===== src/spz_regs.svh =====
`ifndef SPZ_REGS_SVH
`define SPZ_REGS_SVH
`define SPZ_ADDR_CONTROL 8'h98
`define SPZ_ADDR_BUFFER 8'h99
`define SPZ_ADDR_SLAVE 8'ha9
`define SPZ_ADDR_MASK 8'hb9
`define SPZ_ADDR_POWER 8'h87
`define SPZ_ADDR_IRQEN 8'ha8
`define SPZ_BIT_RI 0
`define SPZ_BIT_TI 1
`define SPZ_BIT_RB8 2
`define SPZ_BIT_TB8 3
`define SPZ_BIT_REN 4
`define SPZ_BIT_SM2 5
`define SPZ_BIT_SM1 6
`define SPZ_BIT_SM0 7
`define SPZ_BIT_DOUBLER 7
`define SPZ_BIT_FESEL 6
`define SPZ_BIT_GIE 7
`define SPZ_BIT_SIE 4
`define SPZ_RESET_BYTE 8'h00
`define SPZ_DIV_SLOW 8'd12
`define SPZ_DIV_FAST 8'd4
`define SPZ_DIV_M2 8'd64
`define SPZ_TICKS_PER_BIT 5'd16
`endif


===== src/spz_pkg.sv =====
package spz_pkg;
	typedef enum logic [1:0]
	{
		SPZ_M0 = 2'b00,
		SPZ_M1 = 2'b01,
		SPZ_M2 = 2'b10,
		SPZ_M3 = 2'b11
	} spz_mode_e;
	typedef enum logic [1:0]
	{
		SPZ_IDLE = 2'b00,
		SPZ_BUSY = 2'b01,
		SPZ_STOP = 2'b10
	} spz_state_e;
endpackage


===== src/spz_tick.sv =====
`timescale 1ns/1ns
`default_nettype none
`include "spz_regs.svh"
module spz_tick
(
	input wire logic ref_clk,
	input wire logic rst_n,
	input wire logic clk_en,
	input wire logic restart,
	input wire logic ext_tick,
	input wire logic use_ext,
	input wire logic [7:0] div,
	output logic tick
);
	logic [7:0] cnt_r;
	// Bit-rate tick: fixed divider, or one tick per div external pulses
	always_ff @(posedge ref_clk)
	begin
		if (!rst_n || restart)
		begin
			cnt_r <= 8'h00;
			tick <= 1'b0;
		end
		else if (clk_en)
		begin
			tick <= 1'b0;
			if (!use_ext || ext_tick)
			begin
				if (cnt_r >= div - 8'h01)
				begin
					cnt_r <= 8'h00;
					tick <= 1'b1;
				end
				else
					cnt_r <= cnt_r + 8'h01;
			end
		end
	end
endmodule
`default_nettype wire


===== src/spz_uart.sv =====
// Operation
// - Mode bits pick shift, 10-bit variable, 11-bit fixed, 11-bit variable.
// - Control bit 7 is mode high bit, or frame error when selected.
// - Frame error set by bad stop bit, cleared only by software.
// - Modes 2/3 with filter: no receive flag when ninth bit zero.
// - Mode 1 with filter: no receive flag without valid stop bit.
// - Mode 0 filter bit selects clock divide 12 or 4.
// - Reception only while receive enable is set.
// - Modes 2/3 send tx ninth bit as ninth data bit.
// - Rx ninth bit gets ninth bit, or stop bit in mode 1.
// - Transmit flag set after eighth bit or at stop start.
// - Receive flag set after eighth bit or mid stop, filtered.
// - Data address reads receive buffer, writes transmit buffer.
// - Address compare only on mask-set bits; zero mask accepts all.
// - Interrupt needs serial and global enables both set.
// - Baud doubler doubles the mode 2 rate only; mode 2 uses 32 not 64.
// - Transmit on serial_out_pin, receive on serial_in_pin.
//
// The plain strobed port was decided locally.
`timescale 1ns/1ns
`default_nettype none
`include "spz_regs.svh"
module spz_uart
(
	input wire logic ref_clk,
	input wire logic rst_n,
	input wire logic clk_en,
	input wire logic [7:0] reg_addr,
	input wire logic [7:0] reg_wdata,
	input wire logic reg_wr,
	input wire logic reg_rd,
	output logic [7:0] reg_rdata,
	input wire logic baud_tick,
	input wire logic serial_in_pin,
	output logic serial_out_pin,
	output logic serial_irq
);
	logic [7:0] ctrl_r;
	logic [7:0] rxbuf_r;
	logic [7:0] slave_addr_r;
	logic [7:0] mask_r;
	logic [7:0] power_r;
	logic [7:0] irqen_r;
	logic mode_hi_r;
	logic frame_err_r;
	logic [1:0] rx_sync_r;
	logic rx_in;
	spz_pkg::spz_mode_e mode;
	logic fesel;
	logic tx_tick;
	logic rx_tick;
	logic [7:0] div_sel;
	logic use_ext;
	spz_pkg::spz_state_e tx_st_r;
	logic [9:0] tx_sh_r;
	logic [3:0] tx_cnt_r;
	logic [3:0] tx_sub_r;
	logic tx_start;
	logic tx_bit_done;
	logic tx_set_ti;
	spz_pkg::spz_state_e rx_st_r;
	logic [8:0] rx_sh_r;
	logic [3:0] rx_cnt_r;
	logic [3:0] rx_sub_r;
	logic rx_prev_r;
	logic rx_mid;
	logic rx_set_ri;
	logic rx_bad_stop;
	logic [7:0] rx_byte;
	logic rx_ninth;
	logic rx_accept;
	logic sync_mode;

	assign fesel = power_r[`SPZ_BIT_FESEL];
	assign mode = spz_pkg::spz_mode_e'({mode_hi_r, ctrl_r[`SPZ_BIT_SM1]});
	assign sync_mode = (mode == spz_pkg::SPZ_M0);
	assign use_ext = mode[0] && !sync_mode;
	assign tx_start = clk_en && reg_wr && reg_addr == `SPZ_ADDR_BUFFER;

	// Per-bit rate divider shared by tx and rx; sub-bit counts run 16 ticks per bit in async modes
	always_comb
	begin
		div_sel = `SPZ_DIV_M2 >> 4;
		if (sync_mode)
			div_sel = ctrl_r[`SPZ_BIT_SM2] ? `SPZ_DIV_FAST : `SPZ_DIV_SLOW;
		else if (power_r[`SPZ_BIT_DOUBLER])
			div_sel = `SPZ_DIV_M2 >> 5;
	end

	// Mode 0 counts ticks 1:1 per bit; async modes divide each bit by 16
	function automatic logic bit_end(input logic s, input logic [3:0] sub);
		bit_end = s || sub == 4'hf;
	endfunction

	spz_tick u_tick
	(
		.ref_clk(ref_clk),
		.rst_n(rst_n),
		.clk_en(clk_en),
		.restart(tx_start && sync_mode),
		.ext_tick(baud_tick),
		.use_ext(use_ext),
		.div(use_ext ? 8'h01 : div_sel),
		.tick(tx_tick)
	);
	assign rx_tick = tx_tick;

	// Pin synchroniser
	always_ff @(posedge ref_clk)
	begin
		if (!rst_n)
			rx_sync_r <= 2'h3;
		else if (clk_en)
			rx_sync_r <= {rx_sync_r[0], serial_in_pin};
	end
	assign rx_in = rx_sync_r[1];

	// Register writes
	always_ff @(posedge ref_clk)
	begin
		if (!rst_n)
		begin
			ctrl_r <= `SPZ_RESET_BYTE;
			slave_addr_r <= `SPZ_RESET_BYTE;
			mask_r <= `SPZ_RESET_BYTE;
			power_r <= `SPZ_RESET_BYTE;
			irqen_r <= `SPZ_RESET_BYTE;
			mode_hi_r <= 1'b0;
		end
		else if (clk_en)
		begin
			if (reg_wr && reg_addr == `SPZ_ADDR_CONTROL)
			begin
				ctrl_r[6:3] <= reg_wdata[6:3];
				if (!fesel)
					mode_hi_r <= reg_wdata[`SPZ_BIT_SM0];
			end
			if (reg_wr && reg_addr == `SPZ_ADDR_SLAVE)
				slave_addr_r <= reg_wdata;
			if (reg_wr && reg_addr == `SPZ_ADDR_MASK)
				mask_r <= reg_wdata;
			if (reg_wr && reg_addr == `SPZ_ADDR_POWER)
				power_r <= reg_wdata & 8'hc0;
			if (reg_wr && reg_addr == `SPZ_ADDR_IRQEN)
				irqen_r <= reg_wdata & 8'h90;
			// Set wins over clear for hardware flags
			if (rx_set_ri)
				ctrl_r[`SPZ_BIT_RB8] <= rx_ninth;
			if (tx_set_ti)
				ctrl_r[`SPZ_BIT_TI] <= 1'b1;
			else if (reg_wr && reg_addr == `SPZ_ADDR_CONTROL)
				ctrl_r[`SPZ_BIT_TI] <= reg_wdata[`SPZ_BIT_TI];
			if (rx_set_ri && rx_accept)
				ctrl_r[`SPZ_BIT_RI] <= 1'b1;
			else if (reg_wr && reg_addr == `SPZ_ADDR_CONTROL)
				ctrl_r[`SPZ_BIT_RI] <= reg_wdata[`SPZ_BIT_RI];
			if (reg_wr && reg_addr == `SPZ_ADDR_CONTROL && !rx_set_ri)
				ctrl_r[`SPZ_BIT_RB8] <= reg_wdata[`SPZ_BIT_RB8];
		end
	end

	// Frame error flag, software clears with a zero write
	always_ff @(posedge ref_clk)
	begin
		if (!rst_n)
			frame_err_r <= 1'b0;
		else if (clk_en)
		begin
			if (rx_set_ri && rx_bad_stop && !sync_mode)
				frame_err_r <= 1'b1;
			else if (reg_wr && reg_addr == `SPZ_ADDR_CONTROL && fesel)
				frame_err_r <= frame_err_r & reg_wdata[`SPZ_BIT_SM0];
		end
	end

	// Transmitter
	assign tx_bit_done = tx_tick && bit_end(sync_mode, tx_sub_r);
	always_ff @(posedge ref_clk)
	begin
		if (!rst_n)
		begin
			tx_st_r <= spz_pkg::SPZ_IDLE;
			tx_sh_r <= 10'h3ff;
			tx_cnt_r <= 4'h0;
			tx_sub_r <= 4'h0;
			serial_out_pin <= 1'b1;
			tx_set_ti <= 1'b0;
		end
		else if (clk_en)
		begin
			tx_set_ti <= 1'b0;
			unique case (tx_st_r)
				spz_pkg::SPZ_IDLE:
				begin
					serial_out_pin <= 1'b1;
					if (tx_start)
					begin
						tx_st_r <= spz_pkg::SPZ_BUSY;
						tx_sub_r <= 4'h0;
						if (sync_mode)
						begin
							tx_sh_r <= {2'b11, reg_wdata};
							tx_cnt_r <= 4'd8;
						end
						else
						begin
							tx_sh_r <= {ctrl_r[`SPZ_BIT_TB8], reg_wdata, 1'b0};
							tx_cnt_r <= mode[1] ? 4'd10 : 4'd9;
						end
					end
				end
				spz_pkg::SPZ_BUSY:
				begin
					serial_out_pin <= tx_sh_r[0];
					if (tx_tick)
						tx_sub_r <= tx_sub_r + 4'h1;
					if (tx_bit_done)
					begin
						tx_sh_r <= {1'b1, tx_sh_r[9:1]};
						tx_cnt_r <= tx_cnt_r - 4'h1;
						if (tx_cnt_r == 4'h1)
						begin
							tx_set_ti <= 1'b1;
							tx_st_r <= sync_mode ? spz_pkg::SPZ_IDLE : spz_pkg::SPZ_STOP;
						end
					end
				end
				spz_pkg::SPZ_STOP:
				begin
					serial_out_pin <= 1'b1;
					if (tx_tick)
						tx_sub_r <= tx_sub_r + 4'h1;
					if (tx_bit_done)
						tx_st_r <= spz_pkg::SPZ_IDLE;
				end
				default:
					tx_st_r <= spz_pkg::SPZ_IDLE;
			endcase
		end
	end

	// Receiver: async modes and mode 0; mode 0 shift reception samples the pin each bit
	assign rx_mid = rx_tick && (sync_mode || rx_sub_r == 4'h7);
	assign rx_byte = mode[1] ? rx_sh_r[7:0] : rx_sh_r[8:1];
	assign rx_ninth = mode[1] ? rx_sh_r[8] : rx_in;
	assign rx_bad_stop = !rx_in;
	assign rx_accept = sync_mode ? 1'b1 :
		!ctrl_r[`SPZ_BIT_SM2] ? 1'b1 :
		!mode[1] ? rx_in :
		(rx_sh_r[8] && ((rx_byte & mask_r) == (slave_addr_r & mask_r)));
	always_ff @(posedge ref_clk)
	begin
		if (!rst_n)
		begin
			rx_st_r <= spz_pkg::SPZ_IDLE;
			rx_sh_r <= 9'h000;
			rx_cnt_r <= 4'h0;
			rx_sub_r <= 4'h0;
			rx_prev_r <= 1'b1;
			rx_set_ri <= 1'b0;
			rxbuf_r <= 8'h00;
		end
		else if (clk_en)
		begin
			rx_set_ri <= 1'b0;
			rx_prev_r <= rx_in;
			unique case (rx_st_r)
				spz_pkg::SPZ_IDLE:
				begin
					rx_sub_r <= 4'h0;
					if (ctrl_r[`SPZ_BIT_REN])
					begin
						if (sync_mode && !ctrl_r[`SPZ_BIT_RI])
						begin
							rx_st_r <= spz_pkg::SPZ_BUSY;
							rx_cnt_r <= 4'd8;
						end
						else if (!sync_mode && rx_prev_r && !rx_in)
						begin
							rx_st_r <= spz_pkg::SPZ_BUSY;
							rx_cnt_r <= mode[1] ? 4'd11 : 4'd10;
						end
					end
				end
				spz_pkg::SPZ_BUSY:
				begin
					if (rx_tick)
						rx_sub_r <= rx_sub_r + 4'h1;
					if (!ctrl_r[`SPZ_BIT_REN])
						rx_st_r <= spz_pkg::SPZ_IDLE;
					else if (rx_mid)
					begin
						rx_cnt_r <= rx_cnt_r - 4'h1;
						if (rx_cnt_r == 4'h1)
						begin
							rx_st_r <= spz_pkg::SPZ_IDLE;
							rx_set_ri <= 1'b1;
						end
						else
							rx_sh_r <= {rx_in, rx_sh_r[8:1]};
						if (rx_cnt_r == 4'h1 && sync_mode)
							rx_sh_r <= {rx_in, rx_sh_r[8:1]};
					end
				end
				default:
					rx_st_r <= spz_pkg::SPZ_IDLE;
			endcase
			if (rx_set_ri && rx_accept)
				rxbuf_r <= sync_mode ? rx_sh_r[8:1] : rx_byte;
		end
	end

	// Read data and interrupt
	always_ff @(posedge ref_clk)
	begin
		if (!rst_n)
		begin
			reg_rdata <= 8'h00;
			serial_irq <= 1'b0;
		end
		else if (clk_en)
		begin
			serial_irq <= irqen_r[`SPZ_BIT_GIE] && irqen_r[`SPZ_BIT_SIE]
				&& (ctrl_r[`SPZ_BIT_TI] || ctrl_r[`SPZ_BIT_RI]);
			reg_rdata <= 8'h00;
			if (reg_rd)
			begin
				unique case (reg_addr)
					`SPZ_ADDR_CONTROL: reg_rdata <= {fesel ? frame_err_r : mode_hi_r, ctrl_r[6:0]};
					`SPZ_ADDR_BUFFER: reg_rdata <= rxbuf_r;
					`SPZ_ADDR_SLAVE: reg_rdata <= slave_addr_r;
					`SPZ_ADDR_MASK: reg_rdata <= mask_r;
					`SPZ_ADDR_POWER: reg_rdata <= power_r;
					`SPZ_ADDR_IRQEN: reg_rdata <= irqen_r;
					default: reg_rdata <= 8'h00;
				endcase
			end
		end
	end

	a_irq_gate: assert property (@(posedge ref_clk) disable iff (!rst_n)
		(clk_en && !irqen_r[`SPZ_BIT_GIE]) |=> !serial_irq)
		else $error("irq without global enable");
	a_ti_sticky: assert property (@(posedge ref_clk) disable iff (!rst_n)
		(ctrl_r[`SPZ_BIT_TI] && !(reg_wr && reg_addr == `SPZ_ADDR_CONTROL)) |=> ctrl_r[`SPZ_BIT_TI])
		else $error("transmit flag lost");
	a_ti_set: assert property (@(posedge ref_clk) disable iff (!rst_n)
		(clk_en && tx_set_ti) |=> ctrl_r[`SPZ_BIT_TI])
		else $error("transmit flag not set");
	a_rx_enable: assert property (@(posedge ref_clk) disable iff (!rst_n)
		(rx_st_r == spz_pkg::SPZ_IDLE && !ctrl_r[`SPZ_BIT_REN]) |=> rx_st_r == spz_pkg::SPZ_IDLE)
		else $error("reception while disabled");
	a_fe_sticky: assert property (@(posedge ref_clk) disable iff (!rst_n)
		(frame_err_r && !reg_wr) |=> frame_err_r)
		else $error("frame error lost");
	a_tx_idle_high: assert property (@(posedge ref_clk) disable iff (!rst_n)
		(tx_st_r == spz_pkg::SPZ_IDLE && $past(tx_st_r) == spz_pkg::SPZ_IDLE && clk_en)
		|=> serial_out_pin)
		else $error("line not idle high");
	a_ri_filter: assert property (@(posedge ref_clk) disable iff (!rst_n)
		(clk_en && rx_set_ri && mode[1] && ctrl_r[`SPZ_BIT_SM2] && !rx_sh_r[8]
		&& !ctrl_r[`SPZ_BIT_RI] && !reg_wr) |=> !ctrl_r[`SPZ_BIT_RI])
		else $error("filtered frame flagged");
	a_buf_read: assert property (@(posedge ref_clk) disable iff (!rst_n)
		(clk_en && reg_rd && reg_addr == `SPZ_ADDR_BUFFER) |=> reg_rdata == $past(rxbuf_r))
		else $error("buffer read wrong");
endmodule
`default_nettype wire


===== config.mk =====
export PLATFORM = sky130hd
export DESIGN_NAME = spz_uart
export DESIGN_NICKNAME = d
export VERILOG_FILES = /design/src/spz_pkg.sv /design/src/spz_tick.sv /design/src/spz_uart.sv
export VERILOG_INCLUDE_DIRS = /design/src
export SDC_FILE = /design/constraint.sdc
export NUM_CORES = 1
export LEC_CHECK = 0
export BUFFER_PORTS_ARGS = -buffer_cell sky130_fd_sc_hd__clkbuf_2
export CORE_UTILIZATION = 40
export DETAILED_ROUTE_END_ITERATION = 8
export HOLD_SLACK_MARGIN = 0.06
export PLACE_DENSITY_LB_ADDON = 0.3
export SYNTH_ARGS = -nofsm -noshare
export SYNTH_HDL_FRONTEND = slang
export SYNTH_HIERARCHICAL = 1
export SYNTH_SLANG_ARGS = --single-unit

===== constraint.sdc =====
create_clock -name ref_clk -period 3.4 [get_ports ref_clk]
set_input_delay 0.17 -clock ref_clk [delete_from_list [all_inputs] [get_ports ref_clk]]
set_output_delay 0.17 -clock ref_clk [all_outputs]
set_load 0.05 [all_outputs]

==> summary.md, run 1 <==
| Metric | Value |
|---|---|
| TritonCTS Buffers | 9 |
| Clk sink count | 99 |
| CTS tree | yes |
| Die area | 15000 um2 |
| Synth async-reset ratio | 0% |
| WHS Path Cells | 2 |
| Gpl congestion | 0.870 |
| TNS Setup | 0 ps |
| CP Class | register to register |
| Vias per inst | 5.67 |
| Worst setup SP type | register |
| Synth Flop Type | dfxtp_1 |
| Synth warn | 6 |
| Share of layout cells above drive strength 1 | 12.5% |
| Total track usage | 20.7% |
| IO Port Bufs | 32 |
| Clk buf depth | 2 |
| Unrepaired setup endpoints after global routing | false |
| R2r setup slk | 470 ps |
| IO Pins | 33 |
| Syn Inst Count | 643 |
| Arr. time, crit path | 3190 ps |
| Total grt overflow | 0 |
| Starting DRC count in detailed routing | 422 |
| Via count | 4823 |
| Root Driver | clkbuf_16 |
| Most common cell after layout, fill and taps aside | dfxtp_1 |
| Worst slew margin | 45.7% |
| Worst R2R Start | ctrl_r[6] |
| EDFF count, synth | 0 |
| Worst-Margin Slew | 814 ps |
| Tmin final | 2930 ps |
| PwrDens | 362 nW/um2 |
| Mapped Area | 5800 um2 |
| # H-tree levels | 3 |
| Min-delay worst type | input pin to register |
| # Max-Cap Violations | 0 |
| Flops & latches, synth | 99 |
| Worst-Skew Late Latency | 350 ps |
| Finished Core Util | 46.0% |
| Static leakage | 2.45 nW |
| Critical Path Sink Type | register |
| Post-DR wirelength/cell | 17.1 um |
| Most frequent cells in the layout | dfxtp_1 (99), mux2i_1 (72), nand2_1 (58) |
| Worst VDD drop | 0.304 mV |
| FF-to-FF End | u_tick/tick |
| WP data required | 3660 ps |
| Min-delay src | rst_n |
| Layout Nets | 709 |
| First-pass GRT wire length | 24.1 mm |
| Crit-path leading delay family | simple AND/OR/NAND/NOR gates |
| Crit path max fanout | 12 |
| Fin. Hold Viols | 0 |
| Remaining DRCs | 0 |
| Worst clock skew | 10.1 ps |
| Number of diodes | 0 |
| CP peak stage delay | 570 ps |
| Fin crit share | 86.1% |
| Clock slew at reported path FFs | 60 ps |
| Starting Density | 41.4% |
| Core area | 14000 um2 |
| Register area share after synthesis | 34.2% |
| Depth of the most critical reg-to-reg path | 10 |
| Area grow syn2layout | 11.0% |
| WP buf/inv | 1 |
| Mean Syn Cell Area | 9.02 um2 |
| Setup WS post-layout | 471 ps |
| Status | complete, no violations |
| Number of global-route vias before repair | 4691 |
| Die X | 122 um |
| Worst path slowest cell | dfxtp_1 |
| Final setup viols | 0 |
| Final-report max-slew violation count | 0 |
| Distinct cells, synth | 77 |
| Post-DP HPWL | 10.7 mm |
| WL final | 14.6 mm |
| Site row count | 43 |
| F_max | 0.341 GHz |
| Power Total | 2.33 mW |
| Drt first pass iters | 5 |
| Postcts setup bufs | 0 |
| Hold EP | tx_sub_r[0] |
| Antenna violations before repair | 0 |
| Post-DRT Antenna Nets | 0 |
| Die H | 122 um |
| FILL cells | 1329 |
| Pin count of the biggest net entering global routing | 55 |
| Dpl ws | 507 ps |
| CP Cell Sequence | or2_1 -> buf_4 -> nor2_1 -> nor4_1 -> nand2_1 -> xor2_1 -> ha_1 -> nand4_1 -> or4b_1 -> a31oi_1 |
synthesized netlist by cell type, types with 2 or more instances:
cell type  number  area, um2
dfxtp_1        99       1980
mux2i_1        72        721
nand2_1        58        218
nor2b_1        51        319
clkbuf_1       30        113
nand3_1        26        130
nor2_1         21       78.8
ha_1           20        250
o21ai_0        18       90.1
inv_1          17       63.8
a21oi_1        15       75.1
a32oi_1        13        114
nand2b_1       11       68.8
a22oi_1        10       75.1
nor3_1          9       45.0
nor3b_1         9       67.6
a211oi_1        8       60.1
and3_1          8       50.1
mux2_2          8       90.1
o2111ai_1       8       70.1
o21a_1          8       60.1
xnor2_1         8       70.1
xor2_1          8       70.1
o211ai_1        7       52.6
nand4_1         6       37.5
o21ai_1         6       30.0
a21boi_1        5       37.5
and2_1          5       31.3
o2bb2ai_1       5       43.8
a21boi_0        4       30.0
buf_2           4       20.0
nor4_1          4       25.0
or3_1           4       25.0
a31oi_1         3       18.8
buf_1           3       11.3
o22ai_1         3       18.8
a21o_1          2       15.0
a221oi_2        2       30.0
a22o_1          2       17.5
and3b_1         2       17.5
and4_1          2       17.5
nor4b_1         2       17.5
nor4b_2         2       30.0
or4b_1          2       20.0
worst max-delay path by stage:
stage,startpoint,endpoint,cells past startpoint
global placement,ctrl_r[6],u_tick/tick,10
finish,ctrl_r[6],u_tick/tick,10
floorplan,mode_hi_r,u_tick/tick,11
detailed placement,ctrl_r[6],u_tick/tick,10
global route,ctrl_r[6],u_tick/tick,10
CTS,ctrl_r[6],u_tick/tick,10
metrics by stage:
step                hold slack (ps)  instance area, um2  std cells
global placement                393                6130        834
global route                    205                6430        851
CTS                             192                6430        851
finish                          197                6430        851
floorplan                       298                5820        650
detailed placement              391                6130        834
power by group:
group	switching, mW	internal, mW
combinational	0.0879	0.0510
sequential	0.00649	1.16
clock	0.431	0.591
metal layers:
layer | GRT usage [%] | vias to the layer above | wire (um) | part of all wire, %
li1 | - | 2378 | - | -
met1 | 26.4 | 2279 | 6630 | 45
met2 | 34.4 | 154 | 6860 | 47
met3 | 5.44 | 12 | 965 | 6.6
met4 | 5.26 | 0 | 129 | 0.88
met5 | 0 | - | 0 | 0
sequential cells by signal, summed over array words and instances, names as in the netlist, 2 cells and up:
name          count
tx_sh_r          10
rx_sh_r           9
mask_r            8
reg_rdata         8
rxbuf_r           8
slave_addr_r      8
u_tick/cnt_r      8
ctrl_r            7
rx_cnt_r          4
rx_sub_r          4
tx_cnt_r          4
tx_sub_r          4
irqen_r           2
power_r           2
rx_sync_r         2
tx_st_r           2
cells by family after synthesis:
kind of cell / Yosys count / synth area share, %
DFF: 99 / 34.2
other: 1 / 0.0647
and+or+nand+nor: 234 / 22.9
AOI/OAI and AO/OA: 136 / 18.0
muxes: 81 / 14.2
adders and majority gates: 20 / 4.32
xor gates and xnor gates: 16 / 2.42
buffers and inverters: 56 / 3.91
repair_timing:
| action | in CTS | in global routing |
|---|---|---|
| gates resized for setup | 0 | 0 |
| hold endpoints to repair | 1 | 0 |
| hold buffers | 1 | 0 |
layout make-up:
type                       count  area (um2)  area share (%)
clock buffer                  12         246            3.83
clock inverter                 4        48.8           0.758
inverter                      17        63.8           0.992
multi-input combinational    495        3620            56.2
sequential                    99        1980            30.8
tap                          180         225            3.50
timing repair buffer          44         253            3.93
(Power assumes the default switching activity.)
==> run 2, diff against run 1 <==
--- a/config.mk
+++ b/config.mk
@@ -6,11 +6,13 @@
 export SDC_FILE = /design/constraint.sdc
 export NUM_CORES = 1
 export LEC_CHECK = 0
+export ABC_AREA = 1
 export BUFFER_PORTS_ARGS = -buffer_cell sky130_fd_sc_hd__clkbuf_2
 export CORE_UTILIZATION = 40
 export DETAILED_ROUTE_END_ITERATION = 8
 export HOLD_SLACK_MARGIN = 0.06
 export PLACE_DENSITY_LB_ADDON = 0.3
+export RECOVER_POWER = 25
 export SYNTH_ARGS = -nofsm -noshare
 export SYNTH_HDL_FRONTEND = slang
 export SYNTH_HIERARCHICAL = 1
==> summary.md, run 2 <==
| Metric | Value |
|---|---|
| IO Port Bufs | 32 (unchanged) |
| Flops & latches, synth | 99 (unchanged) |
| Fin. Hold Viols | 0 (unchanged) |
| Starting DRC count in detailed routing | 281 (-33%) |
| Tmin final | 2590 ps (-338 ps) |
| Site row count | 41 (-4.7%) |
| Worst-Margin Slew | 951 ps (+136 ps) |
| Post-DP HPWL | 9.34 mm (-13%) |
| Static leakage | 2.44 nW (about the same) |
| EDFF count, synth | 0 (unchanged) |
| Number of global-route vias before repair | 4260 (-9.2%) |
| Placed Instances | 955 (+15%) |
| Final-report max-slew violation count | 0 (unchanged) |
| Die X | 118 um (-3.7%) |
| Most frequent cells in the layout | nand2_1 (167), dfxtp_1 (99), inv_1 (94) |
| Mapped Area | 5370 um2 (-7.4%) |
| Clk sink count | 99 (unchanged) |
| Via count | 4851 (+0.58%) |
| Pin count of the biggest net entering global routing | 64 (+16%) |
| Fin crit share | 76.2% (-9.9 points) |
| Distinct cells, synth | 52 (-32%) |
| Worst setup SP type | register |
| WHS Path Cells | 3 (+1) |
| Worst slew margin | 36.6% (-9.1 points) |
| Final non-filler cell total | 971 (+14%) |
| Gpl congestion | 0.825 (-5.1%) |
| Drt first pass iters | 4 (-1) |
| Unrepaired setup endpoints after global routing | false |
| Clk buf depth | 2 (unchanged) |
| Remaining DRCs | 0 (unchanged) |
| Layout Nets | 838 (+18%) |
| Core area | 12900 um2 (-8.0%) |
| Register area share after synthesis | 36.9% (+2.7 points) |
| Syn Inst Count | 767 (+19%) |
| Depth of the most critical reg-to-reg path | 15 (+5) |
| Largest cells by area after synthesis | dfxtp_1 (37%), nand2_1 (12%), o21ai_0 (7.3%) |
| Mean Syn Cell Area | 7.00 um2 (-22%) |
| Area grow syn2layout | 10.7% |
| Synth async-reset ratio | 0% (unchanged) |
| Max reg flops | 10 (unchanged) |
| Crit path max fanout | 15 (+3) |
| Total grt overflow | 0 (unchanged) |
| Total track usage | 19.2% (-1.5 points) |
| WL final | 12.9 mm (-11%) |
| IO Pins | 33 (unchanged) |
| Worst VDD drop | 0.193 mV (-37%) |
| FILL cells | 1355 (+2.0%) |
| Synth warn | 6 (unchanged) |
| CTS tree | yes |
| Top reg by flops | tx_sh_r |
| Number of diodes | 0 (unchanged) |
| Post-DR wirelength/cell | 13.3 um (-22%) |
| Min-delay worst type | input pin to register |
| Synth area leader | dfxtp_1 |
| CP Class | register to register |
| Starting Density | 41.7% (+0.26 points) |
| Root Driver | clkbuf_16 |
| # Max-Cap Violations | 0 (unchanged) |
| Final setup viols | 0 (unchanged) |
| Worst clock skew | 7.39 ps (-2.71 ps) |
| Die area | 13900 um2 (-7.3%) |
| Top-area cell type share of the netlist area | 36.9% (+2.7 points) |
| Share of layout cells above drive strength 1 | 9.39% (-3.1 points) |
| Vias per inst | 5.00 (-12%) |
| Critical Path Sink Type | register |
| Top-count cell post-synth | nand2_1 |
| Worst-Skew Late Latency | 350 ps (about the same) |
| Synth Flop Type | dfxtp_1 |
| WP data required | 3620 ps (-40 ps) |
| TritonCTS Buffers | 9 (unchanged) |
| TNS Setup | 0 ps (unchanged) |
| Biggest regs | tx_sh_r x10, rx_sh_r x9 |
| Arr. time, crit path | 2810 ps (-380 ps) |
| Most common cell after layout, fill and taps aside | nand2_1 |
| Status | complete, no violations |
| WHS | 195 ps (-1.43 ps) |
| Die H | 118 um (-3.7%) |
| Post-DRT Antenna Nets | 0 (unchanged) |
| First-pass GRT wire length | 21.2 mm (-12%) |
| # H-tree levels | 3 (unchanged) |
| Antenna violations before repair | 0 (unchanged) |
| Synth top cells by count | nand2_1 (167), dfxtp_1 (99), inv_1 (94) |
| PwrDens | 392 nW/um2 (+8.0%) |
| Clock slew at reported path FFs | 70 ps (about the same) |
| Power Total | 2.33 mW (-0.23%) |
| F_max | 0.386 GHz (+13%) |
[run 2: layer usage]
layer / up-vias / routed length (um) / global-route usage, %
met5: - / 0 / 0
met4: 0 / 314 / 8.81
met3: 23 / 604 / 3.20
met2: 110 / 5420 / 28.1
met1: 2146 / 6600 / 27.3
li1: 2572 / - / -
[run 2: path summary, 6_finish.rpt]
check	from	endpoint	slack, ps
worst max-delay path	ctrl_r[6]	u_tick/cnt_r[1]	810
worst min-delay path	reg_wdata[3]	ctrl_r[3]	200
worst max register to register	ctrl_r[6]	u_tick/cnt_r[1]	810
worst min register to register	rx_sync_r[0]	rx_sync_r[0]	460
[run 2: what timing repair did]
action | in CTS | in global routing
hold endpoints to repair | 1 | 0
gates resized for setup | 0 | 0
buffers inserted | 0 | 0
hold buffers | 1 | 0
endpoints found under the setup margin | 0 | 0
[run 2: layout make-up]
type / count / area [um2] / share of cell area, %
clock inverters: 4 / 51.3 / 0.863
clock buffers: 11 / 243 / 4.08
flip-flops and latches: 99 / 1980 / 33.3
well taps: 172 / 215 / 3.62
repair buffers: 36 / 175 / 2.95
multi-input cells: 544 / 2870 / 48.3
inverters: 105 / 405 / 6.82
[run 2: critical path: stages, from the launching register on]
cell	delay, ps
dfxtp_1	410
inv_1	130
nand2_2	290
nor2_1	100
nor2_1	110
nand2_1	80
nor3_1	190
xor2_1	170
inv_1	60
ha_1	270
nand2_1	60
o21a_1	180
nand2_1	60
nand2_1	60
nand2_1	230
nor2_1	80
[run 2: report_power, final]
group / switching, mW / internal [mW] / total [mW]
combinational: 0.0920 / 0.0390 / 0.131
clock: 0.435 / 0.587 / 1.02
sequential: 0.00627 / 1.17 / 1.17
[run 2: kinds of logic after synthesis]
logic type / Yosys count / share of synthesized area [%]
flops: 99 / 36.9
fa+ha+maj: 20 / 4.66
xor+xnor: 13 / 2.12
buf+inv: 131 / 10.1
simple gates: 314 / 26.1
compound gates: 189 / 20.0
other cells: 1 / 0.0698
[run 2: metrics by stage]
step / area (um2) / setup WS, ps / utilization, %
floorplan: 5400 / 1090 / -
global placement: 5660 / 909 / 43.9
detailed placement: 5660 / 818 / 43.9
CTS: 5960 / 802 / 46.3
global route: 5940 / 496 / 46.2
finish: 5940 / 809 / 46.2
